===== config.mk =====
export PLATFORM = sky130hd
export DESIGN_NAME = fesc_device_flat
export DESIGN_NICKNAME = d
export VERILOG_FILES = /design/src/fesc_pkg.sv /design/src/fesc_link_if.sv /design/src/fesc_device.sv /design/src/flat_wrapper.sv
export VERILOG_INCLUDE_DIRS = /design/src
export SDC_FILE = /design/constraint.sdc
export NUM_CORES = 1
export LEC_CHECK = 0
export BUFFER_PORTS_ARGS = -buffer_cell sky130_fd_sc_hd__buf_2
export CAP_MARGIN = 20
export CORE_MARGIN = 2
export CORE_UTILIZATION = 45
export DETAILED_ROUTE_END_ITERATION = 8
export SYNTH_ARGS = -nofsm -noshare
export SYNTH_HDL_FRONTEND = slang
export SYNTH_SLANG_ARGS = --single-unit

===== constraint.sdc =====
create_clock -name pclk -period 4.9 [get_ports pclk]
set_input_delay 0.245 -clock pclk [delete_from_list [all_inputs] [get_ports pclk]]
set_output_delay 0.245 -clock pclk [all_outputs]
set_load 0.05 [all_outputs]

===== src/fesc_cfg.svh =====
// Constants for the flash erase and suspend command block: opcodes, timing and reset values.
// Assumes a 250 MHz pclk shared by the device end and the host end.
`ifndef FESC_CFG_SVH
`define FESC_CFG_SVH

`define FESC_OP_CHIP_ERASE_A  8'h60
`define FESC_OP_CHIP_ERASE_B  8'hc7
`define FESC_OP_RESET_ENABLE  8'h66
`define FESC_OP_RESET         8'h99
`define FESC_OP_LATCH_SET     8'h06
`define FESC_OP_VOL_LATCH_SET 8'h50
`define FESC_OP_LATCH_CLEAR   8'h04
`define FESC_OP_SUSPEND       8'h75
`define FESC_OP_RESUME        8'h7a
`define FESC_OP_QUAD_ENTER    8'h38
`define FESC_OP_STATUS_W1     8'h01
`define FESC_OP_STATUS_W2     8'h31
`define FESC_OP_STATUS_W3     8'h11
`define FESC_OP_SECREG_ERASE  8'h44
`define FESC_OP_SECREG_PROG   8'h42
`define FESC_OP_PAGE_WRITE    8'h02
`define FESC_OP_QPAGE_WRITE   8'h32
`define FESC_OP_SECTOR_CLEAR  8'h20
`define FESC_OP_BLOCK32_CLEAR 8'h52
`define FESC_OP_BLOCK64_CLEAR 8'hd8

`define FESC_CLK_MHZ          250
`define FESC_RESUME_NS        200
`define FESC_SUS_NS           2000
`define FESC_CHIP_ERASE_CYC   32'd100000
`define FESC_ERASE_CYC        32'd20000
`define FESC_PROG_CYC         32'd5000
`define FESC_RST_REC_CYC      32'd8000

`define FESC_PIN_RST          6'h01
`define FESC_WRAP_RST         3'h0
`define FESC_PARAM_RST        8'h00
`define FESC_BIT_LIMIT        5'd16
`define FESC_OPCODE_BITS      5'd8

`define FESC_HOST_HALF_CYC    4'd4
`define FESC_REG_CMD          12'h000
`define FESC_REG_ADDR         12'h004
`define FESC_REG_STAT         12'h008
`define FESC_CMD_QUAD_BIT     8
`define FESC_CMD_NADDR_LSB    9

`endif


===== src/fesc_pkg.sv =====
// Types shared by both ends of the flash erase and suspend command link.
// Assumes fesc_cfg.svh supplies the numeric constants.
package fesc_pkg;
   typedef enum logic [2:0] {
      FESC_IDLE       = 3'b000,
      FESC_RUN        = 3'b001,
      FESC_SUSPENDING = 3'b011,
      FESC_SUSPENDED  = 3'b010,
      FESC_RESUMING   = 3'b110,
      FESC_RECOVER    = 3'b100
   } fesc_op_state_t;

   typedef enum logic [1:0] {
      FESC_H_IDLE = 2'b00,
      FESC_H_LOW  = 2'b01,
      FESC_H_HIGH = 2'b11,
      FESC_H_END  = 2'b10
   } fesc_host_state_t;
endpackage : fesc_pkg


===== src/fesc_link_if.sv =====
// Serial command link between the host controller and the flash device end.
// Assumes the testbench instantiates it and hands one modport to each end.
`timescale 1ns/10ps
interface fesc_link_if;
   logic       cs_n;
   logic       sclk;
   logic [3:0] sdi;
   modport host (output cs_n, output sclk, output sdi);
   modport dev  (input cs_n, input sclk, input sdi);
endinterface : fesc_link_if


===== src/fesc_device.sv =====
// Device end: opcode capture, write latch, chip erase, software reset, suspend and resume, quad entry.
// Assumes the link pins are asynchronous to pclk and each level lasts at least four pclk cycles.
`timescale 1ns/10ps
`include "fesc_cfg.svh"

// Function
// - Chip erase needs write latch set first.
// - Chip erase runs only on exact byte frame.
// - Chip erase starts at select rise, busy flag.
// - Write latch cleared before erase cycle ends.
// - Chip erase ignored when any sector protected.
// - Reset aborts work, clears volatile state.
// - Reset needs enable frame directly before it.
// - Reset recovery interval refuses all commands.
// - Host checks busy, suspend before resetting; fesc_host checks neither, sc_reset only busy.
// - Latch-set opcode sets the write latch.
// - Volatile enable only for next status write.
// - Latch-clear opcode clears the write latch.
// - Latch cleared on completion of writes, erases.
// - Suspend accepted only during program or erase.
// - Suspend sets flag, busy drops within latency.
// - Program suspend rejects writes, erases, programs.
// - Erase suspend rejects status writes, erases.
// - Resume clears suspend, busy returns, finishes.
// - Quad entry only when quad enable set.
// - Quad entry keeps write latch and wrap.
module fesc_device
   import fesc_pkg::*;
#(
   parameter logic [31:0] CHIP_ERASE_CYC = `FESC_CHIP_ERASE_CYC,
   parameter logic [31:0] ERASE_CYC      = `FESC_ERASE_CYC,
   parameter logic [31:0] PROG_CYC       = `FESC_PROG_CYC,
   parameter logic [31:0] RST_REC_CYC    = `FESC_RST_REC_CYC
) (
   input  wire logic       pclk,
   input  wire logic       presetn,
   fesc_link_if.dev        link,
   input  wire logic       quad_enable_bit,
   input  wire logic       sector_protected,
   input  wire logic [1:0] err_set,
   output logic            write_enable_latch,
   output logic            write_in_progress,
   output logic            suspend_flag,
   output logic            four_bit_command_mode,
   output logic [1:0]      err_flags,
   output logic [7:0]      read_param_field,
   output logic [2:0]      wrap_field,
   output logic            cmd_strobe,
   output logic [7:0]      cmd_code,
   output logic            status_write_volatile
);
   localparam logic [31:0] RESUME_CYC = 32'((`FESC_RESUME_NS * `FESC_CLK_MHZ) / 1000);
   localparam logic [31:0] SUS_CYC    = 32'((`FESC_SUS_NS * `FESC_CLK_MHZ) / 1000);

   logic [5:0]     sync1, sync2, sync3, pin, pin_prev;
   logic [7:0]     shreg;
   logic [4:0]     bits;
   logic           rst_armed, vol_en, op_prog, op_chip;
   logic [31:0]    opcnt, dly, next_opcnt, next_dly;
   fesc_op_state_t state, next_state;

   // Pins: bit 0 select, bit 1 clock, bits 5:2 data; a level counts once stages two and three agree.
   wire [5:0] pin_raw    = {link.sdi, link.sclk, link.cs_n};
   wire [5:0] next_pin   = (sync2 & sync3) | (pin & (sync2 ^ sync3));
   wire       cs_fall    = pin_prev[0] & ~pin[0];
   wire       cs_rise    = ~pin_prev[0] & pin[0];
   wire       sclk_rise  = ~pin_prev[1] & pin[1] & ~pin[0];
   wire [4:0] step       = four_bit_command_mode ? 5'd4 : 5'd1;
   wire [7:0] shifted    = four_bit_command_mode ? {shreg[3:0], pin[5:2]} : {shreg[6:0], pin[2]};

   wire [7:0] op         = shreg;
   wire       has_op     = bits >= `FESC_OPCODE_BITS;
   wire       exact      = bits == `FESC_OPCODE_BITS;
   wire       idle       = state == FESC_IDLE;
   wire       suspended  = state == FESC_SUSPENDED;
   wire       open_state = idle | suspended;
   wire       frame_done = cs_rise & has_op & (state != FESC_RECOVER);

   wire is_ce   = (op == `FESC_OP_CHIP_ERASE_A) | (op == `FESC_OP_CHIP_ERASE_B);
   wire is_pgm  = (op == `FESC_OP_PAGE_WRITE) | (op == `FESC_OP_QPAGE_WRITE);
   wire is_ers  = (op == `FESC_OP_SECTOR_CLEAR) | (op == `FESC_OP_BLOCK32_CLEAR) |
                  (op == `FESC_OP_BLOCK64_CLEAR);
   wire is_srw  = (op == `FESC_OP_STATUS_W1) | (op == `FESC_OP_STATUS_W2) | (op == `FESC_OP_STATUS_W3);
   wire is_misc = (op == `FESC_OP_RESET_ENABLE) | (op == `FESC_OP_RESET) | (op == `FESC_OP_LATCH_SET) |
                  (op == `FESC_OP_VOL_LATCH_SET) | (op == `FESC_OP_LATCH_CLEAR) |
                  (op == `FESC_OP_SUSPEND) | (op == `FESC_OP_RESUME) | (op == `FESC_OP_QUAD_ENTER);

   // Commands refused while an operation sits suspended.
   wire blk_susp = suspended & (is_srw | (op == `FESC_OP_SECREG_ERASE) | is_ers | is_ce |
                   (op_prog & (is_pgm | (op == `FESC_OP_SECREG_PROG))));

   wire rst_go   = frame_done & exact & (op == `FESC_OP_RESET) & rst_armed;
   wire write_latch_set_cmd_ok  = frame_done & exact & (op == `FESC_OP_LATCH_SET) & open_state;
   wire write_latch_clear_cmd_ok  = frame_done & exact & (op == `FESC_OP_LATCH_CLEAR) & open_state;
   wire vwren_ok = frame_done & exact & (op == `FESC_OP_VOL_LATCH_SET) & open_state;
   wire ce_ok    = frame_done & exact & is_ce & write_enable_latch & idle & ~sector_protected;
   wire pe_ok    = frame_done & (is_pgm | is_ers) & write_enable_latch & idle;
   wire srw_ok   = frame_done & is_srw & (write_enable_latch | vol_en) & open_state & ~blk_susp;
   wire susp_ok  = frame_done & exact & (op == `FESC_OP_SUSPEND) & (state == FESC_RUN) &
                   ~op_chip & ~suspend_flag & write_in_progress;
   wire res_ok   = frame_done & exact & (op == `FESC_OP_RESUME) & suspended &
                   suspend_flag & ~write_in_progress;
   wire qpi_ok   = frame_done & exact & (op == `FESC_OP_QUAD_ENTER) & open_state & quad_enable_bit;
   wire pass_ok  = frame_done & open_state & ~blk_susp & ~(is_ce | is_pgm | is_ers | is_srw | is_misc);
   wire accepted = write_latch_set_cmd_ok | write_latch_clear_cmd_ok | vwren_ok | ce_ok | pe_ok | srw_ok | susp_ok | res_ok |
                   qpi_ok | rst_go | pass_ok;

   always_comb begin
      next_state = state;
      next_opcnt = opcnt;
      next_dly   = dly;
      case (state)
         FESC_IDLE: begin
            if (ce_ok | pe_ok) begin
               next_state = FESC_RUN;
               next_opcnt = ce_ok ? CHIP_ERASE_CYC : (is_pgm ? PROG_CYC : ERASE_CYC);
            end
         end
         FESC_RUN: begin
            if (susp_ok) begin
               next_state = FESC_SUSPENDING;
               next_dly   = SUS_CYC;
            end else if (opcnt <= 32'd1) begin
               next_state = FESC_IDLE;
               next_opcnt = 32'd0;
            end else begin
               next_opcnt = opcnt - 32'd1;
            end
         end
         FESC_SUSPENDING: begin
            if (dly <= 32'd1) begin
               next_state = FESC_SUSPENDED;
            end else begin
               next_dly = dly - 32'd1;
            end
         end
         FESC_SUSPENDED: begin
            if (res_ok) begin
               next_state = FESC_RESUMING;
               next_dly   = RESUME_CYC;
            end
         end
         FESC_RESUMING, FESC_RECOVER: begin
            if (dly <= 32'd1) begin
               next_state = (state == FESC_RESUMING) ? FESC_RUN : FESC_IDLE;
            end else begin
               next_dly = dly - 32'd1;
            end
         end
         default: begin
            next_state = FESC_IDLE;
         end
      endcase
      if (rst_go) begin
         next_state = FESC_RECOVER;
         next_opcnt = 32'd0;
         next_dly   = RST_REC_CYC;
      end
   end

   always_ff @(posedge pclk or negedge presetn) begin
      if (!presetn) begin
         sync1    <= `FESC_PIN_RST;
         sync2    <= `FESC_PIN_RST;
         sync3    <= `FESC_PIN_RST;
         pin      <= `FESC_PIN_RST;
         pin_prev <= `FESC_PIN_RST;
      end else begin
         sync1    <= pin_raw;
         sync2    <= sync1;
         sync3    <= sync2;
         pin      <= next_pin;
         pin_prev <= pin;
      end
   end

   // Only the opcode byte is kept; address and data bits that follow just saturate the count.
   always_ff @(posedge pclk or negedge presetn) begin
      if (!presetn) begin
         shreg <= 8'h00;
         bits  <= 5'h00;
      end else if (cs_fall) begin
         shreg <= 8'h00;
         bits  <= 5'h00;
      end else if (sclk_rise && bits < `FESC_BIT_LIMIT) begin
         if (bits < `FESC_OPCODE_BITS) begin
            shreg <= shifted;
         end
         bits <= bits + step;
      end
   end

   always_ff @(posedge pclk or negedge presetn) begin
      if (!presetn) begin
         state     <= FESC_IDLE;
         opcnt     <= 32'h0;
         dly       <= 32'h0;
         op_prog   <= 1'b0;
         op_chip   <= 1'b0;
         rst_armed <= 1'b0;
         vol_en    <= 1'b0;
      end else begin
         state <= next_state;
         opcnt <= next_opcnt;
         dly   <= next_dly;
         if (ce_ok | pe_ok) begin
            op_prog <= is_pgm;
            op_chip <= ce_ok;
         end
         if (frame_done) begin
            rst_armed <= exact & (op == `FESC_OP_RESET_ENABLE);
            vol_en    <= vwren_ok;
         end
      end
   end

   always_ff @(posedge pclk or negedge presetn) begin
      if (!presetn) begin
         write_enable_latch    <= 1'b0;
         write_in_progress     <= 1'b0;
         suspend_flag          <= 1'b0;
         four_bit_command_mode <= 1'b0;
         err_flags             <= 2'h0;
         read_param_field      <= `FESC_PARAM_RST;
         wrap_field            <= `FESC_WRAP_RST;
         cmd_strobe            <= 1'b0;
         cmd_code              <= 8'h00;
         status_write_volatile <= 1'b0;
      end else begin
         if (rst_go) begin
            write_enable_latch <= 1'b0;
         end else if (state == FESC_RUN && opcnt == 32'd2) begin
            write_enable_latch <= 1'b0;
         end else if (write_latch_set_cmd_ok) begin
            write_enable_latch <= 1'b1;
         end else if (write_latch_clear_cmd_ok || (srw_ok && !vol_en)) begin
            write_enable_latch <= 1'b0;
         end
         write_in_progress <= (next_state == FESC_RUN) | (next_state == FESC_SUSPENDING) |
                              (next_state == FESC_RECOVER);
         suspend_flag      <= (next_state == FESC_SUSPENDING) | (next_state == FESC_SUSPENDED);
         if (rst_go) begin
            four_bit_command_mode <= 1'b0;
         end else if (qpi_ok) begin
            four_bit_command_mode <= 1'b1;
         end
         // Error flags are set by the array; a set in the reset cycle still lands.
         err_flags <= (rst_go ? 2'h0 : err_flags) | err_set;
         if (rst_go) begin
            read_param_field <= `FESC_PARAM_RST;
            wrap_field       <= `FESC_WRAP_RST;
         end
         cmd_strobe            <= accepted;
         cmd_code              <= op;
         status_write_volatile <= srw_ok & vol_en;
      end
   end
endmodule : fesc_device


===== src/flat_wrapper.sv =====
// flat-port wrapper written by rule: the top's interface ports become plain ports
module fesc_device_flat import fesc_pkg::*;
#(
   parameter logic [31:0] CHIP_ERASE_CYC = `FESC_CHIP_ERASE_CYC,
   parameter logic [31:0] ERASE_CYC      = `FESC_ERASE_CYC,
   parameter logic [31:0] PROG_CYC       = `FESC_PROG_CYC,
   parameter logic [31:0] RST_REC_CYC    = `FESC_RST_REC_CYC
)
  (pclk, presetn, quad_enable_bit, sector_protected, err_set, write_enable_latch, write_in_progress, suspend_flag, four_bit_command_mode, err_flags, read_param_field, wrap_field, cmd_strobe, cmd_code, status_write_volatile, link_cs_n, link_sclk, link_sdi);
  fesc_link_if link_i ();
  input  wire logic pclk;
  input  wire logic presetn;
  input  wire logic quad_enable_bit;
  input  wire logic sector_protected;
  input  wire logic [1:0] err_set;
  output logic write_enable_latch;
  output logic write_in_progress;
  output logic suspend_flag;
  output logic four_bit_command_mode;
  output logic [1:0] err_flags;
  output logic [7:0] read_param_field;
  output logic [2:0] wrap_field;
  output logic cmd_strobe;
  output logic [7:0] cmd_code;
  output logic status_write_volatile;
  input wire logic [$bits(link_i.cs_n)-1:0] link_cs_n;
  input wire logic [$bits(link_i.sclk)-1:0] link_sclk;
  input wire logic [$bits(link_i.sdi)-1:0] link_sdi;
  assign link_i.cs_n = link_cs_n;
  assign link_i.sclk = link_sclk;
  assign link_i.sdi = link_sdi;
  fesc_device #(.CHIP_ERASE_CYC(CHIP_ERASE_CYC), .ERASE_CYC(ERASE_CYC), .PROG_CYC(PROG_CYC), .RST_REC_CYC(RST_REC_CYC)) u_core (.pclk(pclk), .presetn(presetn), .link(link_i), .quad_enable_bit(quad_enable_bit), .sector_protected(sector_protected), .err_set(err_set), .write_enable_latch(write_enable_latch), .write_in_progress(write_in_progress), .suspend_flag(suspend_flag), .four_bit_command_mode(four_bit_command_mode), .err_flags(err_flags), .read_param_field(read_param_field), .wrap_field(wrap_field), .cmd_strobe(cmd_strobe), .cmd_code(cmd_code), .status_write_volatile(status_write_volatile));
endmodule

-- Word level (Yosys, flattened, before mapping)
Cells that the tools add are included.
- bits in registers: 126
- input bits: 12
- output and inout bits: 27
- add/subtract/negate cells: 3
- order comparisons: 5
- eq/ne operators: 37
- muxes and demuxes: 35
- bitwise gates (word level): 98
- reduce and logical (&&, ||, !) cells: 17
- operators by type and width (operator ; number):
    32-bit two-way mux ; 9
    32-bit one-hot mux with 3 select lines ; 1
    8-bit by 7-bit == test with 1-bit output (second input constant) ; 8
    32-bit by 1-bit <= comparator with 1-bit output (second input constant) ; 2
    32-bit one-hot mux with 2 select lines ; 1
    32-bit by 1-bit subtractor with 32-bit output (second input constant) ; 2
    1-bit AND ; 45
    1-bit OR ; 39
    32-bit by 2-bit == test with 1-bit output (second input constant) ; 1
    8-bit by 6-bit == test with 1-bit output (second input constant) ; 4
    8-bit two-way mux ; 4
    8-bit == test (second input constant) ; 3
    3-bit two-way mux ; 8
    8-bit by 3-bit == test with 1-bit output (second input constant) ; 2
    15-bit two-way mux ; 1
    3-bit one-hot mux with 5 select lines ; 1
    6-bit AND ; 2
    3-bit by 2-bit == test with 1-bit output (second input constant) ; 4
    5-bit two-way mux ; 2
    3-bit == test (second input constant) ; 3
    3-bit != test (second input constant) ; 3
    1-bit NOT ; 9
    8-bit by 1-bit == test with 1-bit output (second input constant) ; 1
    8-bit by 2-bit == test with 1-bit output (second input constant) ; 1
    other kinds (26) ; 39

-- Logic depth before layout (Yosys ltp)
- depth after elaboration: 17
- mapped depth: 11

-- Least setup slack after synthesis
No wires, ideal clock.
- path type: register to register
- from: register u_core.write_enable_latch
- to: register u_core.opcnt[9]
- arrival: 2.629 ns
- required time: 4.780 ns
- slack: 2.151 ns
- stages on the path, launching flop included: 9
- buffers on the path: 1
- cells stage by stage: dfrtp_1 -> or4b_2 -> nor3_1 -> o21ai_0 -> nand4b_1 -> and2_0 -> buf_2 -> nand2_1 -> a31o_2
- word-level cells in the longest chain between the ends: 7
- elaborated cells between the ends (all ways): 12
- those cells by class: eq/ne: 1; mux: 4; bitwise: 6; reduce/logical: 1
- ends and longest elaborated chain (item ; line ; source):
    from (decl) ; fesc_device.sv:41 ; output logic write_enable_latch,
    from (signal assigned) ; fesc_device.sv:219 ; write_enable_latch <= 1'b0;
    from (signal assigned) ; fesc_device.sv:231 ; write_enable_latch <= 1'b0;
    from (signal assigned) ; fesc_device.sv:233 ; write_enable_latch <= 1'b0;
    1-bit AND (3 in a row) ; fesc_device.sv:96 ; wire ce_ok = frame_done & exact & is_ce & write_enable_latch & idle & ~sector_protected;
    32-bit two-way mux ; fesc_device.sv:116 ; next_opcnt = ce_ok ? CHIP_ERASE_CYC : (is_pgm ? PROG_CYC : ERASE_CYC);
    32-bit two-way mux ; fesc_device.sv:114 ; if (ce_ok | pe_ok) begin
    32-bit one-hot mux with 2 select lines ; fesc_device.sv:112 ; case (state)
    32-bit two-way mux ; fesc_device.sv:154 ; if (rst_go) begin
    to (signal assigned) ; fesc_device.sv:204 ; opcnt <= next_opcnt;
    to (decl) ; fesc_device.sv:59 ; logic [31:0] opcnt, dly, next_opcnt, next_dly;
Parallel ways exist; a longest one is shown, timed or not. The select of a mux whose other input is x is not followed.
A chain may end at the register's enable or synchronous reset.

-- Worst setup path in the final report
- from: register u_core.shreg[0] (netlist: u_core.op[0])
- to: register u_core.dly[29]
- word-level cells in the longest chain between the ends: 8
- elaborated cells between the ends (all ways): 20
- those cells by class: eq/ne: 6; mux: 1; bitwise: 11; reduce/logical: 2
- ends and longest elaborated chain (item ; line ; source):
    from (decl) ; fesc_device.sv:56 ; logic [7:0] shreg;
    from (signal assigned) ; fesc_device.sv:187 ; shreg <= shifted;
    8-bit by 7-bit == test with 1-bit output (no line) ; -- ;
    1-bit AND (5 in a row) ; fesc_device.sv:99 ; wire susp_ok = frame_done & exact & (op == `FESC_OP_SUSPEND) & (state == FESC_RUN) &
    3-bit by 1-bit != test with 1-bit output (no line) ; -- ;
    4-bit AND reduction (no line) ; -- ;
    to (signal assigned) ; fesc_device.sv:205 ; dly <= next_dly;
    to (decl) ; fesc_device.sv:59 ;
Parallel ways exist; a longest one is shown, timed or not.

==> metrics.txt <==
maximum vdd drop 0.2497 mV; post-CTS setup buffers 0; sequential element share of the synthesized area a little under half; mux contribution to synthesized area 1.769%; Root Buffer clkbuf_16; Synth Area in Compound Gates 17.49%; Multi-input gate area ~3400 um^2; first-pass GRT wire length 29060 um; Synth Area in Adders 2.554%; yosys warns 0; Clock Skews between 0.009 and 0.01 ns; Post-Route WL 16980 um; Rows 45; storage element area 3159 um^2; WP data arrival between 3 and 4 ns; cell area after layout 7744 um^2; Worst-path clk slew approximately 0.060 ns; status finished, final reports clean; Synth Instances about 760; Via-to-Cell Ratio 6.110; pin count of the biggest net entering global routing 93; fin util 51.51%; Hold Fails Final Rpt 0; 1st-pass router iterations 6; Tmin final 3.538 ns; Most used DFF post-synth dfrtp_1; Final TNS setup 0 ns; FF-to-FF setup slack 1.36 ns; Num CTS Buffers 17; final setup fails 0; final net count roughly 800; Ports 39; CTS Buffer Depth 2; CP Launch Type flip-flop; Critical Path RT 5.24 ns; WS Path Type reg2reg; Final period util 72.21%; placed instance area 7073 um^2; vias in the first global route 5755; layout cell share with drive strength beyond 1 13.42%; Worst Reg-to-Reg Cells 7; total gr overflow 0; Max-Slew Margin vs Limit 27.55%; FF-to-FF End u_core.dly[29]; Worst-Skew Late Latency 0.43 ns; FF+latch count, synth 126; Final ANT Viol Nets 0; crit path max fanout 27; synthesized area per cell 9.085 um^2; DRC Markers 0; Syn-to-layout area delta 12.90%; hold depth 3; port buffer count 27; TritonCTS clock tree built; vias 5976; Die Y between 100 and 150 um; # fillers 1351; total clock sinks 126; gr usage total 22.36%; GPL Wtd Cong 0.8866; P_leak 3.399 nW; Core Area between 15000 and 20000 um^2; Die Area 16250 um^2; initial antenna violation count 0; # H-tree levels 4; starting density of the core between 40 and 50%; Simple-Gate Fraction of Synth Area 26.58%; DR WL/cell 17.36 um; initial drt markers 424; hold path startpoint quad_enable_bit; Worst Hold Class in2reg; max_cap viols 0; Worst Hold Path EP u_core.four_bit_command_mode; XOR/XNOR Fraction of Synth Area 1.149%; RSZ-0062 raised after global routing false; Worst-Margin Slew ~1.1 ns; Mapped Area 6859 um^2; Die X ~130 um; EDFF count, synth 0; main combinational cell family by area after synthesis simple AND/OR/NAND/NOR gates; number of diodes 0; endpoint type of the worst setup path flip-flop; Pwr Density about 360 nW/um^2; Async S/R FF share, synth 100.0%; DP HPWL between 10000 and 15000 um; Fmax 282.6 MHz; Yosys cell types 70; final max-slew violation count 0; reg2reg start u_core.op[0]
registers in the layout (all words and copies together) (netlist names):
| register | count |
|---|---|
| u_core.bits | 5 |
| u_core.cmd_code | 8 |
| u_core.cmd_strobe | 1 |
| u_core.dly | 32 |
| u_core.err_flags | 2 |
| u_core.four_bit_command_mode | 1 |
| u_core.op | 8 |
| u_core.op_chip | 1 |
| u_core.op_prog | 1 |
| u_core.opcnt | 32 |
| u_core.pin | 6 |
| u_core.pin_prev | 2 |
| u_core.rst_armed | 1 |
| u_core.state | 3 |
| u_core.status_write_volatile | 1 |
| u_core.suspend_flag | 1 |
| u_core.sync1 | 6 |
| u_core.sync2 | 6 |
| u_core.sync3 | 6 |
| u_core.vol_en | 1 |
| u_core.write_enable_latch | 1 |
| u_core.write_in_progress | 1 |
placed cells by master, fill, tap and decap left out, types with 10 or more instances in the layout:
master and n:
buf_2 26, conb_1 11, clkbuf_16 17, nand2b_1 13, dfrtp_1 121, a31oi_1 21, nor2_1 76, or4_1 12
nand2_1 49, a21o_1 10, mux2i_1 11, nor4_1 20, o21ai_0 73, nor3_1 37, or3_1 15, nand4_1 15
nand3_1 27, a21oi_1 47, ha_1 14
layer usage:
metal	part of all wire (%)	GRT usage, %	vias to the layer above
li1	-	-	2856
met1	47	30.76	2907
met2	46	34.32	183
met3	4.7	4.229	30
met4	2.1	10.41	0
met5	0	0	-
through the flow:
stage / hold WS, ns / power [mW] / cells / worst slack [ns]
finish: 0.1123 / 2.806 / 978 / 1.362
global route: 0.1214 / 2.930 / 978 / 0.9766
CTS: 0.08827 / 2.832 / 977 / 1.444
detailed placement: 0.3389 / 1.594 / 936 / 1.476
global placement: 0.3359 / 1.587 / 935 / 1.587
floorplan: -0.05059 / 1.495 / 765 / 2.151
layout make-up:
type	count	area share, %
multi-input cells	578	44.42
well taps	188	3.038
clock inverters	13	1.680
clock buffers	19	5.720
inverters	9	0.4363
repair buffers	45	3.910
flip-flops and latches	126	40.80
cell usage after synthesis, drive strengths merged, types with 13 or more instances:
cell type    n  area (um^2)
nor3        37        185.2
nand2       50        190.2
ha          14        175.2
nand4       15        93.84
nand2b      13        81.33
a31oi       21        131.4
a21oi       47        235.2
or3         22        150.1
o21ai       73        365.4
nor4        21        137.6
or4         17        138.9
buf         23        150.1
nand3       28        145.1
nor2        76        285.3
dfrtp      121         3028
clkbuf      28        105.1
repair_timing:
| action | in CTS | in global routing |
|---|---|---|
| hold buffers | 9 | 0 |
| gates resized for setup | 0 | 0 |
| setup endpoints to repair | 0 | 0 |
| endpoints found under the hold margin | 98 | 0 |
power by group:
group | internal (mW) | leakage [nW] | total, mW | switching (mW)
registers | 1.10 | 1.55 | 1.21 | 0.105
logic | 0.131 | 1.57 | 0.375 | 0.244
clock network | 0.722 | 0.273 | 1.23 | 0.504
logic make-up (layout without fill, tap and decap cells):
family,after synthesis,count (layout)
AND/OR/NAND/NOR,332,332
XOR/XNOR,9,9
other,1,11
AO/OA/AOI/OAI,200,200
adder cells (fa/ha/maj),14,14
multiplexers,12,12
buffers and inverters,61,86
flip-flops,126,126
worst max-delay path, cell delays in order (launching register included):
cell	delay, ns
dfrtp_1	0.74
nand2b_1	0.20
nor4_1	0.67
nand4_1	0.36
nand4_1	0.34
nand2_2	0.31
or4_2	0.68
a21oi_1	0.15
worst max-delay path by stage:
stage                         startpoint          endpoint  slack [ns]  depth (start not counted)
2_1_floorplan  u_core.write_enable_latch   u_core.opcnt[9]        2.15                          8
3_3_place_gp                u_core.op[0]    u_core.dly[29]        1.59                          7
3_5_place_dp                u_core.op[0]    u_core.dly[29]        1.48                          7
4_1_cts                  u_core.state[2]  u_core.opcnt[19]        1.44                          8
5_1_grt                     u_core.op[0]    u_core.dly[29]        0.98                          7
6_report                    u_core.op[0]    u_core.dly[29]        1.36                          7
Note: power is estimated with default switching activity, not from simulation.
